File: src/design/ipd_pkg.sv
// in-position detector package: register map, field widths, reset values,
// mode and state encodings and timing constants.
// assumes a 100 MHz control clock and a 32-bit classic wishbone register bus.
package ipd_pkg;

  // register byte offsets on the wishbone bus
  localparam logic [7:0] IPD_OFS_RANGE = 8'h00;
  localparam logic [7:0] IPD_OFS_COND = 8'h04;
  localparam logic [7:0] IPD_OFS_HOLD = 8'h08;
  localparam logic [7:0] IPD_OFS_ZSL = 8'h0C;
  localparam logic [7:0] IPD_OFS_UNIT = 8'h10;
  localparam logic [7:0] IPD_OFS_STATUS = 8'h14;
  localparam int IPD_ADR_W = 8;

  // field widths
  localparam int IPD_RANGE_W = 22;
  localparam int IPD_COND_W = 4;
  localparam int IPD_HOLD_W = 15;
  localparam int IPD_ZSL_W = 15;

  // reset values and limits
  localparam logic [21:0] IPD_RANGE_RST = 22'h00000A;
  localparam logic [21:0] IPD_RANGE_MAX = 22'h200000;
  localparam logic [3:0] IPD_COND_RST = 4'h0;
  localparam logic [3:0] IPD_COND_MAX = 4'hA;
  localparam logic [3:0] IPD_COND_SPLIT = 4'h5;
  localparam logic [14:0] IPD_HOLD_RST = 15'h0000;
  localparam logic [14:0] IPD_HOLD_MAX = 15'h7530;
  localparam logic [14:0] IPD_ZSL_RST = 15'h0032;
  localparam logic [14:0] IPD_ZSL_MIN = 15'h000A;
  localparam logic [14:0] IPD_ZSL_MAX = 15'h4E20;
  localparam logic IPD_UNIT_RST = 1'b0;

  // status register bit positions
  localparam int IPD_ST_SETTLED = 0;
  localparam int IPD_ST_ZERO_SPEED = 1;
  localparam int IPD_ST_CMD = 2;
  localparam int IPD_ST_JUDGE = 3;
  localparam int IPD_ST_HOLD_LO = 4;

  // timing: one millisecond in cycles of the control clock
  localparam int IPD_MS_NS = 1000000;
  localparam int IPD_CLK_PERIOD_NS = 10;
  localparam int IPD_CYCLES_PER_MS = IPD_MS_NS / IPD_CLK_PERIOD_NS;

  // qualification modes after folding the filter choice away
  typedef enum logic [2:0] {
    IPD_M_PLAIN = 3'b000,
    IPD_M_NOCMD = 3'b001,
    IPD_M_ZSP = 3'b010,
    IPD_M_HOLD = 3'b011,
    IPD_M_DELAY = 3'b100,
    IPD_M_DELAY_RANGE = 3'b101
  } ipd_mode_t;

  // holding-mode sequence
  typedef enum logic [1:0] {
    IPD_H_ARMED = 2'b00,
    IPD_H_HELD = 2'b01,
    IPD_H_FOLLOW = 2'b10
  } ipd_hold_t;

endpackage : ipd_pkg

File: src/design/ipd_timer_if.sv
// carrier between the detector core and its millisecond timer.
// assumes both ends sit on the same control clock.
`timescale 1ns/100ps
`default_nettype none
interface ipd_timer_if;
  import ipd_pkg::*;
  logic ce;
  logic start;
  logic clear;
  logic [IPD_HOLD_W-1:0] duration;
  logic expired;
  logic running;
  modport ctrl (output ce, output start, output clear, output duration,
                input expired, input running);
  modport tmr (input ce, input start, input clear, input duration,
               output expired, output running);
endinterface : ipd_timer_if
`default_nettype wire

File: src/design/ipd_ms_timer.sv
// millisecond down-counter used for hold time and judgment delay.
// assumes start and clear are one-cycle pulses from the same clock domain.
`timescale 1ns/100ps
`default_nettype none
module ipd_ms_timer
  import ipd_pkg::*;
#(
  parameter int CYCLES_PER_MS = IPD_CYCLES_PER_MS
) (
  // clock and reset
  input wire logic clk_i,
  input wire logic rst_i,
  // control and status
  ipd_timer_if.tmr tif
);
  localparam int PRE_W = (CYCLES_PER_MS > 1) ? $clog2(CYCLES_PER_MS) : 1;
  localparam logic [PRE_W-1:0] PRE_LAST = PRE_W'(CYCLES_PER_MS - 1);

  generate
    if (CYCLES_PER_MS < 1) begin : g_bad_rate
      $error("ipd_ms_timer: CYCLES_PER_MS must be at least 1");
    end
  endgenerate

  logic [PRE_W-1:0] prescale;
  logic [IPD_HOLD_W-1:0] remaining;
  logic running;
  logic expired;

  wire ms_tick = running && (prescale == PRE_LAST);
  wire last_ms = ms_tick && (remaining == IPD_HOLD_W'(1));

  // start wins over clear so a restart in a clearing cycle is never lost
  always_ff @(posedge clk_i) begin
    if (rst_i) begin
      prescale <= '0;
      remaining <= '0;
      running <= 1'b0;
      expired <= 1'b0;
    end else if (tif.ce) begin
      if (tif.start) begin
        prescale <= '0;
        remaining <= tif.duration;
        running <= (tif.duration != '0);
        expired <= (tif.duration == '0); // zero delay: done at once
      end else if (tif.clear) begin
        running <= 1'b0;
        expired <= last_ms; // an expiry in the clearing cycle still counts
      end else if (running) begin
        prescale <= ms_tick ? '0 : prescale + PRE_W'(1);
        if (ms_tick) begin
          remaining <= remaining - IPD_HOLD_W'(1);
        end
        if (last_ms) begin
          running <= 1'b0;
          expired <= 1'b1;
        end
      end
    end
  end

  assign tif.expired = expired;
  assign tif.running = running;

endmodule : ipd_ms_timer
`default_nettype wire

File: src/design/ipd_top.sv
// in-position detector: qualifies positional deviation into the settled output.
// assumes deviation, command and speed inputs come from logic on clk_i.
//
// The Wishbone slave port and the register offsets are this design's own decisions.
`timescale 1ns/100ps
`default_nettype none
module ipd_top
  import ipd_pkg::*;
#(
  parameter int DEV_W = 32,
  parameter int SPD_W = 16,
  parameter int CYCLES_PER_MS = IPD_CYCLES_PER_MS
) (
  // clock, reset, enable
  input wire logic clk_i,
  input wire logic rst_i,
  input wire logic ce_i,
  // wishbone slave
  input wire logic wb_cyc_i,
  input wire logic wb_stb_i,
  input wire logic wb_we_i,
  input wire logic [IPD_ADR_W-1:0] wb_adr_i,
  input wire logic [3:0] wb_sel_i,
  input wire logic [31:0] wb_dat_i,
  output logic [31:0] wb_dat_o,
  output logic wb_ack_o,
  // position loop
  input wire logic signed [DEV_W-1:0] cmd_deviation_i,
  input wire logic signed [DEV_W-1:0] enc_deviation_i,
  input wire logic cmd_filtered_i,
  input wire logic cmd_raw_i,
  input wire logic signed [SPD_W-1:0] motor_speed_i,
  // to host controller
  output logic position_settled_output_o,
  output logic zero_speed_flag_o
);

  generate
    if (DEV_W < IPD_RANGE_W + 1 || DEV_W > 32) begin : g_bad_dev
      $error("ipd_top: DEV_W must lie between 23 and 32");
    end
    if (SPD_W < 16 || SPD_W > 32) begin : g_bad_spd
      $error("ipd_top: SPD_W must lie between 16 and 32");
    end
    if (CYCLES_PER_MS < 1) begin : g_bad_rate
      $error("ipd_top: CYCLES_PER_MS must be at least 1");
    end
  endgenerate

  // byte-lane merge of write data over an old value
  function automatic logic [31:0] merge_lanes(input logic [31:0] old,
                                              input logic [31:0] wd,
                                              input logic [3:0] sel);
    logic [31:0] r;
    r = old;
    for (int i = 0; i < 4; i++) begin
      if (sel[i]) begin
        r[i*8 +: 8] = wd[i*8 +: 8];
      end
    end
    return r;
  endfunction : merge_lanes

  // fold the condition value into a mode
  function automatic ipd_mode_t cond_mode(input logic [3:0] c);
    logic [3:0] b;
    b = (c > IPD_COND_SPLIT) ? c - IPD_COND_SPLIT : c;
    case (b)
      4'h1: cond_mode = IPD_M_NOCMD;
      4'h2: cond_mode = IPD_M_ZSP;
      4'h3: cond_mode = IPD_M_HOLD;
      4'h4: cond_mode = IPD_M_DELAY;
      4'h5: cond_mode = IPD_M_DELAY_RANGE;
      default: cond_mode = IPD_M_PLAIN;
    endcase
  endfunction : cond_mode

  // registers
  // zero-speed level and unit select sit beside the three core settings
  logic [IPD_RANGE_W-1:0] in_position_range;
  logic [IPD_COND_W-1:0] in_position_condition;
  logic [IPD_HOLD_W-1:0] in_position_hold_time;
  logic [IPD_ZSL_W-1:0] zero_speed_level;
  logic position_unit_select;

  // detector state
  logic settled;
  logic zero_speed;
  logic cmd_prev;
  logic judge_on;
  ipd_hold_t hold_state;
  logic ack;
  logic [31:0] rd_data;

  // timer
  // one shared timer serves both the hold time and the judgment delay
  ipd_timer_if tif ();
  ipd_ms_timer #(
    .CYCLES_PER_MS(CYCLES_PER_MS)
  ) u_timer (
    .clk_i(clk_i),
    .rst_i(rst_i),
    .tif(tif)
  );

  // bus decode; one wait state keeps the read mux off the ack path
  wire wb_req = wb_cyc_i && wb_stb_i && !ack;
  wire wb_wr = wb_req && wb_we_i;
  wire hit_range = (wb_adr_i == IPD_OFS_RANGE);
  wire hit_cond = (wb_adr_i == IPD_OFS_COND);
  wire hit_hold = (wb_adr_i == IPD_OFS_HOLD);
  wire hit_zsl = (wb_adr_i == IPD_OFS_ZSL);
  wire hit_unit = (wb_adr_i == IPD_OFS_UNIT);
  wire hit_status = (wb_adr_i == IPD_OFS_STATUS);

  // merged write values with limits applied
  // a condition above ten is dropped whole, as clamping would pick a mode
  wire [31:0] m_range = merge_lanes({10'h000, in_position_range}, wb_dat_i, wb_sel_i);
  wire [31:0] m_cond = merge_lanes({28'h0000000, in_position_condition}, wb_dat_i, wb_sel_i);
  wire [31:0] m_hold = merge_lanes({17'h00000, in_position_hold_time}, wb_dat_i, wb_sel_i);
  wire [31:0] m_zsl = merge_lanes({17'h00000, zero_speed_level}, wb_dat_i, wb_sel_i);
  wire [31:0] m_unit = merge_lanes({31'h00000000, position_unit_select}, wb_dat_i, wb_sel_i);
  wire [IPD_RANGE_W-1:0] w_range = (m_range > {10'h000, IPD_RANGE_MAX}) ?
      IPD_RANGE_MAX : m_range[IPD_RANGE_W-1:0];
  wire cond_ok = (m_cond <= {28'h0000000, IPD_COND_MAX});
  wire [IPD_HOLD_W-1:0] w_hold = (m_hold > {17'h00000, IPD_HOLD_MAX}) ?
      IPD_HOLD_MAX : m_hold[IPD_HOLD_W-1:0];
  wire [IPD_ZSL_W-1:0] w_zsl = (m_zsl > {17'h00000, IPD_ZSL_MAX}) ? IPD_ZSL_MAX :
      (m_zsl < {17'h00000, IPD_ZSL_MIN}) ? IPD_ZSL_MIN : m_zsl[IPD_ZSL_W-1:0];
  wire cond_wr = wb_wr && hit_cond && cond_ok;

  // register file; an out-of-range condition write is dropped, range, hold and zero-speed level writes clamp
  // byte lanes merge before the clamp, so a partial write lands in range
  always_ff @(posedge clk_i) begin
    if (rst_i) begin
      in_position_range <= IPD_RANGE_RST;
      in_position_condition <= IPD_COND_RST;
      in_position_hold_time <= IPD_HOLD_RST;
      zero_speed_level <= IPD_ZSL_RST;
      position_unit_select <= IPD_UNIT_RST;
    end else if (ce_i) begin
      if (wb_wr && hit_range) begin
        in_position_range <= w_range;
      end
      if (cond_wr) begin
        in_position_condition <= m_cond[IPD_COND_W-1:0];
      end
      if (wb_wr && hit_hold) begin
        in_position_hold_time <= w_hold;
      end
      if (wb_wr && hit_zsl) begin
        zero_speed_level <= w_zsl;
      end
      if (wb_wr && hit_unit) begin
        position_unit_select <= m_unit[0];
      end
    end
  end

  // read mux; unmapped offsets read zero and still acknowledge
  // the status word is read only; writes to it ack and are dropped
  logic [31:0] next_rd;
  always_comb begin
    next_rd = 32'h00000000;
    if (hit_range) begin
      next_rd = {10'h000, in_position_range};
    end else if (hit_cond) begin
      next_rd = {28'h0000000, in_position_condition};
    end else if (hit_hold) begin
      next_rd = {17'h00000, in_position_hold_time};
    end else if (hit_zsl) begin
      next_rd = {17'h00000, zero_speed_level};
    end else if (hit_unit) begin
      next_rd = {31'h00000000, position_unit_select};
    end else if (hit_status) begin
      next_rd[IPD_ST_SETTLED] = settled;
      next_rd[IPD_ST_ZERO_SPEED] = zero_speed;
      next_rd[IPD_ST_CMD] = cmd_prev;
      next_rd[IPD_ST_JUDGE] = judge_on;
      next_rd[IPD_ST_HOLD_LO +: 2] = hold_state;
    end
  end

  // ack one cycle after the request, dropped the cycle after
  // ack low gates taking, so a request held through ack is taken once
  always_ff @(posedge clk_i) begin
    if (rst_i) begin
      ack <= 1'b0;
      rd_data <= 32'h00000000;
    end else if (ce_i) begin
      ack <= wb_req;
      if (wb_req && !wb_we_i) begin
        rd_data <= next_rd;
      end
    end
  end

  assign wb_ack_o = ack;
  assign wb_dat_o = rd_data;

  // deviation and speed magnitudes; the most negative value is held as its
  // unsigned magnitude, so it never wraps to a small number
  // both compares are strict: a value equal to its limit does not count
  wire signed [DEV_W-1:0] dev_sel = position_unit_select ?
      enc_deviation_i : cmd_deviation_i;
  wire [DEV_W-1:0] dev_mag = dev_sel[DEV_W-1] ? DEV_W'(-dev_sel) : DEV_W'(dev_sel);
  wire below = (dev_mag < DEV_W'(in_position_range));
  wire [SPD_W-1:0] spd_mag = motor_speed_i[SPD_W-1] ?
      SPD_W'(-motor_speed_i) : SPD_W'(motor_speed_i);
  wire next_zero_speed = (spd_mag < SPD_W'(zero_speed_level));

  // command source and its falling edge
  // a condition write across 5 and 6 swaps the source without a clean
  // edge; the write re-arms everything, so a false end only starts a timer
  wire cmd_now = (in_position_condition > IPD_COND_SPLIT) ?
      cmd_raw_i : cmd_filtered_i;
  wire cmd_fall = cmd_prev && !cmd_now;
  wire idle_in = !cmd_now && below;
  ipd_mode_t mode;
  assign mode = cond_mode(in_position_condition);

  // qualification per mode
  // one combinational step per mode keeps the output a single flop away
  logic next_settled;
  logic next_judge;
  ipd_hold_t next_hold;
  logic tmr_start;
  logic tmr_clear;
  always_comb begin
    next_settled = 1'b0;
    next_judge = judge_on;
    next_hold = hold_state;
    tmr_start = 1'b0;
    tmr_clear = 1'b0;
    case (mode)
      IPD_M_PLAIN: begin
        next_settled = below;
      end
      IPD_M_NOCMD: begin
        next_settled = idle_in;
      end
      IPD_M_ZSP: begin
        next_settled = idle_in && zero_speed;
      end
      // armed until the first settle, held for a nonzero hold time, then following; a zero hold time holds until a command;
      // a command always re-arms, so the hold never outlives a new move
      IPD_M_HOLD: begin
        case (hold_state)
          IPD_H_ARMED: begin
            next_settled = idle_in;
            if (idle_in) begin
              next_hold = IPD_H_HELD;
              tmr_start = 1'b1;
            end
          end
          IPD_H_HELD: begin
            next_settled = 1'b1;
            if (cmd_now) begin
              next_hold = IPD_H_ARMED;
              next_settled = 1'b0;
              tmr_clear = 1'b1;
            end else if (in_position_hold_time != '0 && tif.expired) begin
              next_hold = IPD_H_FOLLOW;
              next_settled = idle_in;
            end
          end
          IPD_H_FOLLOW: begin
            next_settled = idle_in;
            if (cmd_now) begin
              next_hold = IPD_H_ARMED;
            end
          end
          default: begin
            next_hold = IPD_H_ARMED;
          end
        endcase
      end
      // expiry stays set until a command or condition write clears the timer, so in the range variant a
      // deviation that enters the range late still opens judgment
      IPD_M_DELAY, IPD_M_DELAY_RANGE: begin
        if (cmd_now) begin
          next_judge = 1'b0;
          tmr_clear = 1'b1;
        end else if (cmd_fall) begin
          tmr_start = 1'b1;
        end else if (!judge_on && tif.expired) begin
          next_judge = (mode == IPD_M_DELAY) || below;
        end
        next_settled = judge_on && idle_in;
      end
      default: begin
        next_settled = 1'b0;
      end
    endcase
    // a new condition restarts the sequences from a clean state
    if (cond_wr) begin
      next_hold = IPD_H_ARMED;
      next_judge = 1'b1;
      tmr_clear = 1'b1;
    end
  end

  assign tif.ce = ce_i;
  assign tif.start = tmr_start && !cond_wr;
  assign tif.clear = tmr_clear;
  assign tif.duration = in_position_hold_time;

  // detector state; judging starts enabled so a first move is not needed
  // the host sees settled one cycle after the deviation and command inputs that caused it, two after speed
  always_ff @(posedge clk_i) begin
    if (rst_i) begin
      settled <= 1'b0;
      zero_speed <= 1'b0;
      cmd_prev <= 1'b0;
      judge_on <= 1'b1;
      hold_state <= IPD_H_ARMED;
    end else if (ce_i) begin
      settled <= next_settled;
      zero_speed <= next_zero_speed;
      cmd_prev <= cmd_now;
      judge_on <= next_judge;
      hold_state <= next_hold;
    end
  end

  assign position_settled_output_o = settled;
  assign zero_speed_flag_o = zero_speed;

endmodule : ipd_top
`default_nettype wire

File: config.mk
export PLATFORM = sky130hd
export DESIGN_NAME = ipd_top
export DESIGN_NICKNAME = d
export VERILOG_FILES = /design/src/design/ipd_pkg.sv /design/src/design/ipd_timer_if.sv /design/src/design/ipd_ms_timer.sv /design/src/design/ipd_top.sv
export SDC_FILE = /design/constraint.sdc
export NUM_CORES = 1
export LEC_CHECK = 0
export BUFFER_PORTS_ARGS = -buffer_cell sky130_fd_sc_hd__buf_2
export CORE_MARGIN = 5
export CORE_UTILIZATION = 55
export CTS_CLUSTER_DIAMETER = 150
export DETAILED_ROUTE_END_ITERATION = 8
export PLACE_DENSITY = 0.79
export REMOVE_ABC_BUFFERS = 1
export SYNTH_ARGS = -nofsm -noshare
export SYNTH_HDL_FRONTEND = slang
export SYNTH_SLANG_ARGS = --single-unit
File: constraint.sdc
create_clock -name clk_i -period 11.4 [get_ports clk_i]
set_input_delay 2.28 -clock clk_i [delete_from_list [all_inputs] [get_ports clk_i]]
set_output_delay 2.28 -clock clk_i [all_outputs]
set_load 0.02 [all_outputs]
==> results of run 1 <==
[stage by stage]
step	utilization (%)	instances	hold slack [ns]
CTS	63.6	1601	0.450
global placement	60.1	1569	0.437
detailed placement	60.1	1569	0.442
global route	63.6	1602	0.476
floorplan	-	1178	0.438
finish	63.6	1602	0.447
[where the power goes]
part | total [uW] | internal [uW] | switching [uW]
sequential | 422 | 421 | 1.62
combinational | 153 | 61.3 | 92.1
clock | 540 | 337 | 203
total | 1120 | 819 | 297
[worst max path at each step]
| stage | end | slack, ns |
|---|---|---|
| global route | u_timer.prescale[2] | 4.19 |
| floorplan | u_timer.prescale[2] | 3.96 |
| finish | u_timer.prescale[2] | 4.46 |
| global placement | u_timer.prescale[2] | 4.23 |
| CTS | u_timer.prescale[2] | 4.52 |
| detailed placement | u_timer.prescale[2] | 4.11 |
[layer usage]
| layer | GRT usage (%) | up-vias |
|---|---|---|
| met4 | 11.4 | 0 |
| met2 | 43.4 | 582 |
| met3 | 6.11 | 89 |
| met1 | 40.8 | 4781 |
| met5 | 0 | - |
| li1 | - | 4888 |
[cells in the final DEF, fill, tap and decap left out, drive strengths merged, types with 15 or more instances in the layout]
master  instances
inv            71
and3           19
xnor2          33
nor3           41
nand2         101
a21o           19
a22oi          19
a32oi          20
a21oi          74
nand2b         19
or3            17
nor4           33
mux2i          40
a31oi          26
nor3b          15
nand3          48
nor2          134
clkbuf         20
ha             42
o21ai          47
dfxtp         120
buf           166
[sequential cells by signal (all words and copies together) (netlist names)]
| name | count |
|---|---|
| judge_on | 1 |
| in_position_hold_time | 15 |
| in_position_condition | 4 |
| zero_speed_level | 15 |
| u_timer.prescale | 17 |
| u_timer.tif.running | 1 |
| wb_ack_o | 1 |
| hold_state | 2 |
| u_timer.tif.expired | 1 |
| cmd_prev | 1 |
| in_position_range | 22 |
| position_settled_output_o | 1 |
| position_unit_select | 1 |
| wb_dat_o | 22 |
| u_timer.remaining | 15 |
| zero_speed_flag_o | 1 |
[worst max-delay path, cell delays in order]
cell and delay [ns]:
buf_2 0.11, mux2i_1 0.17, ha_1 0.23, or4b_1 0.53, a2bb2o_4 0.25, nor4_4 0.54
a21oi_1 0.17, xnor2_1 0.17, ha_1 0.29, o21ai_0 0.16, a221oi_1 0.12, and4_1 0.20
a2bb2oi_1 0.19, nand4_1 0.17, nor4b_4 0.45, a21oi_4 0.08, buf_4 0.32, a21oi_1 0.44
a21boi_0 0.18, o21ba_2 0.23
[final cells by class]
type                            instances  area (um2)
Multi-Input combinational cell        986        6480
Fill cell                            1545        6230
Sequential cell                       120        2400
Timing Repair Buffer                  166         858
Clock buffer                           20         467
Tap cell                              225         282
Inverter                               72         270
Clock inverter                         12         125
Antenna cell                            1        2.50
[cell usage after synthesis (20+ instances only)]
master,count
nor2_1,132
dfxtp_1,120
nand2_1,101
a21oi_1,73
inv_1,71
clkbuf_1,49
nand3_1,48
o21ai_0,44
ha_1,42
nor3_1,41
mux2i_1,40
xnor2_1,33
nor4_1,32
a31oi_1,26
a32oi_1,20
[cells by family after synthesis]
kind of cell / Yosys count / share of synthesized area [%]
compound gates: 342 / 25.8
other cells: 1 / 0.0396
flops: 120 / 25.4
xor+xnor: 40 / 3.70
buf+inv: 147 / 6.66
mux: 49 / 5.30
simple gates: 503 / 27.5
fa+ha+maj: 42 / 5.55
==> run summary, run 1 <==
Worst slack at placement -> 4.11 ns
Hold endpoint -> wb_dat_o[20]
Total power draw -> 1120 uW
Fin Setup TNS -> 0 ns
RSZ-0062 raised after global routing -> no
Max-cap violations -> 0
Pwr dens -> 103 nW/um2
Worst Max-Slew Pin Slew -> 1.22 ns
Peak VDD IR -> 0.105 mV
FF-to-FF End -> u_timer.prescale[2]
CP Data Arrival Time -> 7.26 ns
Setup Skew -> 0.00893 ns
Clock Tree Root -> clkbuf_16
Worst reg2reg startpoint -> position_unit_select
# DRC -> 0
Syn_area_per_cell -> 7.61 um2
Met2 routed wirelength -> 13100 um
# resized after CTS -> 0
HPWL after detailed placement -> 22600 um
Worst hold-check path type -> flop to flop
Die W -> 141 um
Pin count of the biggest net entering global routing -> 92
Routed WL -> 29900 um
Mapped cell area -> 9470 um2
Vias in the first global route -> 9359
Tmin final -> 6.94 ns
Post-synth top flop -> dfxtp_1
Clock-pin slew on the worst setup and hold paths -> 0.06 ns
Post-synth EDFFs -> 0
Routed vias -> 10340
Worst Path Max Fanout -> 51
Max Fclk -> 144 MHz
Top cell type's share of synthesized area -> 25.4%
Rel. slew slack -> 18.2%
DRT antenna net count -> 0
CP Data Required Time -> 11.72 ns
Post-synth ARST share -> 0%
Hold_sp -> wb_dat_o[20]
Final Wtd Congestion -> 0.994
Max-slew violation count -> 0
R2R cell count -> 18
Drt wl/cell -> 18.7 um
Area growth from synthesis to layout -> 15.0%
Syn Inst Count -> 1244
Largest cells by area after synthesis -> dfxtp_1, ha_1, nor2_1, mux2i_1, nand2_1
Setup Viol. Count Final -> 0
Die span in y -> 141 um
Number of H-tree levels -> 4
Total die area -> 19900 um2
Layout cells sized above 1 -> 16.9%
R2R Setup Slk -> 5.63 ns
Kind of end point of the critical path -> flop
Crit share post-route -> 60.9%
Met1 wire length -> 12700 um
Sequential share of the synthesized area -> 25.4%
Crit start category -> input pin
CTS tree -> yes
Crit path launch -> enc_deviation_i[0]
Post-synthesis register bit count -> 120
Final Worst Setup Slack -> 4.46 ns
Gr ovfl total -> 0
Skew-Pair Late Insertion Delay -> 0.43 ns
Clk buf depth -> 2
Initial DRC count -> 1270
Static Leak -> 0.00426 uW
TritonRoute pass-1 iters -> 7
CTS sink cnt -> 120
Status -> finished, final reports clean
CORE AREA -> 17100 um2
Vias per cell -> 6.45
TritonCTS buffer count -> 17
Post-CTS Setup Bufs -> 0
Rows -> 48
Distinct cells, synth -> 90
First-pass GRT wire length -> 47600 um
Hold Buf Count CTS -> 0
Io pins -> 167
Port bufs -> 156
Synth Warn # -> 0
Synth area leader -> dfxtp_1
Final instance area -> 10900 um2
Area after DPL -> 10300 um2
Starting density of the core -> 55.3%
Fin nets -> 1537
Met3 Routed Length -> 3130 um
Initial antenna violation count -> 1
Hold Violations, Final -> 0
Crit Path Class -> input pin to flop
Top Metal Used -> met4
Hold Path Stages -> 2
All-Layer GR Usage -> 29.0%
No activity file was read; power rests on OpenSTA's default activity.
==> run 2: changes to the inputs <==
--- a/config.mk
+++ b/config.mk
@@ -7,10 +7,10 @@
 export LEC_CHECK = 0
 export BUFFER_PORTS_ARGS = -buffer_cell sky130_fd_sc_hd__buf_2
 export CORE_MARGIN = 5
-export CORE_UTILIZATION = 55
+export CORE_UTILIZATION = 52
 export CTS_CLUSTER_DIAMETER = 150
 export DETAILED_ROUTE_END_ITERATION = 8
-export PLACE_DENSITY = 0.79
+export PLACE_DENSITY = 0.78
 export REMOVE_ABC_BUFFERS = 1
 export SYNTH_ARGS = -nofsm -noshare
 export SYNTH_HDL_FRONTEND = slang
==> constraint.sdc (replaced) <==
create_clock -name clk_i -period 6.29 [get_ports clk_i]
set_input_delay 1.258 -clock clk_i [delete_from_list [all_inputs] [get_ports clk_i]]
set_output_delay 1.258 -clock clk_i [all_outputs]
set_load 0.02 [all_outputs]
==> run 2 against run 1 <==
  * Power rose by 77%
  * Die area rose by 5.4%
  * Utilization fell by 2.7 points
  * Final area rose by 0.48%
  * First-iteration DRC count fell by 14%
  * Clock skew rose by 0.0020 ns
  * Clock power rose by 73%
  * Combinational power rose by 83%
  * Count of clock-buffer cells in the layout fell by 2
  * Critical endpoint is now u_timer.remaining[7]
  * Largest cell class unchanged
==> run summary, run 2 (synthesis results as in run 1) <==
Number of H-tree levels -> 4 (unchanged)
Max-slew violation count -> 0 (unchanged)
# resized after CTS -> 0 (unchanged)
# DRC -> 0 (unchanged)
FF-to-FF End -> u_timer.remaining[7] (was u_timer.prescale[2])
Vias in the first global route -> 9572 (was 9359)
RSZ-0062 raised after global routing -> no (unchanged)
Crit start category -> input pin (unchanged)
Pin count of the biggest net entering global routing -> 65 (was 92)
R2R Setup Slk -> 0.97 ns (was 5.63 ns)
Clock-pin slew on the worst setup and hold paths -> 0.06 ns (about the same)
Area after DPL -> 10400 um2 (was 10300 um2)
Gr ovfl total -> 0 (unchanged)
WHS -> 0.454 ns (was 0.447 ns)
Setup Viol. Count Final -> 0 (unchanged)
Pwr dens -> 181 nW/um2 (was 103 nW/um2)
Die W -> 145 um (was 141 um)
All-Layer GR Usage -> 27.1% (was 29.0%)
Antenna diodes -> 0 (was 1)
DRT antenna net count -> 0 (unchanged)
Max Fclk -> 172 MHz
Crit share post-route -> 92.3%
Drt wl/cell -> 18.7 um (about the same)
Hold Buf Count CTS -> 0 (unchanged)
Area growth from synthesis to layout -> 15.5% (was 15.0%)
Initial antenna violation count -> 0 (was 1)
CTS tree -> yes (unchanged)
Final Wtd Congestion -> 0.925 (was 0.994)
Fill count -> 1639 (was 1545)
Worst Setup EP -> u_timer.remaining[7] (was u_timer.prescale[2])
Most common cell after layout, fill and taps aside -> buf_2 (unchanged)
First-pass GRT wire length -> 48500 um (was 47600 um)
Die span in y -> 145 um (was 141 um)
Final instance area -> 10900 um2 (about the same)
Skew-Pair Late Insertion Delay -> 0.42 ns (was 0.43 ns)
Port bufs -> 156 (unchanged)
Slowest-stage cell, CP -> or4b_1 (was nor4_4)
Rel. slew slack -> 19.8% (was 18.2%)
R2R cell count -> 20 (was 18)
Worst path cell trace -> buf_2 -> mux2i_1 -> ha_1 -> or4b_1 -> a2bb2o_4 -> or2_2 -> o21ai_0 -> xor2_1 -> ha_1 -> and3_1 -> a221oi_1 -> o221ai_1 -> a32oi_1 -> nand4b_1 -> nor4b_4 -> buf_4 -> a21oi_4 -> buf_4 -> mux2_2 -> nor2_1 -> a2111oi_0 (was buf_2 -> mux2i_1 -> ha_1 -> or4b_1 -> a2bb2o_4 -> nor4_4 -> a21oi_1 -> xnor2_1 -> ha_1 -> o21ai_0 -> a221oi_1 -> and4_1 -> a2bb2oi_1 -> nand4_1 -> nor4b_4 -> a21oi_4 -> buf_4 -> a21oi_1 -> a21boi_0 -> o21ba_2)
Initial DRC count -> 1087 (was 1270)
Kind of end point of the critical path -> flop (unchanged)
CORE AREA -> 18000 um2 (was 17100 um2)
Peak VDD IR -> 0.209 mV (was 0.105 mV)
Clock Tree Root -> clkbuf_16 (unchanged)
CTS sink cnt -> 120 (unchanged)
Worst Max-Slew Pin Slew -> 1.19 ns (was 1.22 ns)
Worst hold-check path type -> flop to flop (unchanged)
Rows -> 49 (was 48)
TritonRoute pass-1 iters -> 8 (was 7)
Max-cap violations -> 0 (unchanged)
Fin nets -> 1547 (was 1537)
HPWL after detailed placement -> 22900 um (was 22600 um)
Fin Setup TNS -> 0 ns (unchanged)
Placed cells -> 1583 (was 1569)
Crit Path Class -> input pin to flop (unchanged)
Starting density of the core -> 52.7% (was 55.3%)
Routed vias -> 10333 (was 10340)
CP Data Arrival Time -> 6.09 ns (was 7.26 ns)
Vias per cell -> 6.40 (was 6.45)
Status -> finished, final reports clean (unchanged)
Hold Violations, Final -> 0 (unchanged)
Routed WL -> 30200 um (was 29900 um)
Io pins -> 167 (unchanged)
Setup Skew -> 0.0109 ns (was 0.00893 ns)
Total die area -> 21000 um2 (was 19900 um2)
Worst stage delay on the critical path -> 0.51 ns (was 0.54 ns)
Most frequent cells in the layout -> buf_2, nor2_1, dfxtp_1, nand2_1, a21oi_1 (unchanged)
Tmin final -> 5.80 ns
Worst reg2reg startpoint -> position_unit_select (unchanged)
Crit path launch -> enc_deviation_i[0] (unchanged)
TritonCTS buffer count -> 17 (unchanged)
Worst Path Max Fanout -> 12 (was 51)
Clk buf depth -> 2 (unchanged)
CP Data Required Time -> 6.57 ns (was 11.72 ns)
Post-CTS Setup Bufs -> 0 (unchanged)
Layout cells sized above 1 -> 17.5% (was 16.9%)
Final Non-Filler Cells -> 1615 (was 1602)
Static Leak -> 0.00429 uW (was 0.00426 uW)
-- run 2: worst max-delay path: cells and delay by family --
kind	cells	cell delay (ns)
and+or+nand+nor	6	1.59
adders and majority gates	2	0.48
muxes	2	0.42
buffers and inverters	3	0.51
xor gates and xnor gates	1	0.18
AOI/OAI and AO/OA	7	1.62
-- run 2: per-stage QoR --
step / power [uW] / util, % / setup WS, ns
floorplan: 924 / - / -1.04
global placement: 1050 / 57.7 / 0.355
detailed placement: 1050 / 57.7 / 0.124
CTS: 1980 / 60.9 / 0.542
global route: 2050 / 60.9 / 0.254
finish: 1980 / 60.9 / 0.486
-- run 2: area by class of cell --
class,count,area (um2),share of cell area [%]
Timing Repair Buffer,176,933,8.53
Inverter,72,270,2.47
Multi-Input combinational cell,986,6480,59.2
Sequential cell,120,2400,22.0
Clock buffer,18,439,4.02
Tap cell,229,287,2.62
Clock inverter,14,128,1.17
-- run 2: power by group --
part	internal, uW	total, uW	switching, uW
registers	762	765	2.53
clock network	554	932	378
logic	111	280	168
-- run 2: worst min-delay path by stage --
stage / end / slack, ns / depth (start not counted) / startpoint
6_report: wb_dat_o[15] / 0.45 / 2 / wb_dat_o[15]
3_3_place_gp: wb_dat_o[19] / 0.44 / 2 / wb_dat_o[19]
2_1_floorplan: u_timer.remaining[12] / 0.44 / 2 / u_timer.remaining[12]
5_1_grt: wb_dat_o[18] / 0.47 / 2 / wb_dat_o[18]
4_1_cts: wb_dat_o[19] / 0.46 / 2 / wb_dat_o[19]
3_5_place_dp: wb_dat_o[15] / 0.45 / 2 / wb_dat_o[15]
-- run 2: per-layer routing --
layer	global-route usage (%)	routed length, um	vias to the layer above
met2	41.6	13300	580
li1	-	-	4910
met5	0	0	-
met1	38.1	13100	4771
met4	8.66	771	0
met3	5.58	3050	72
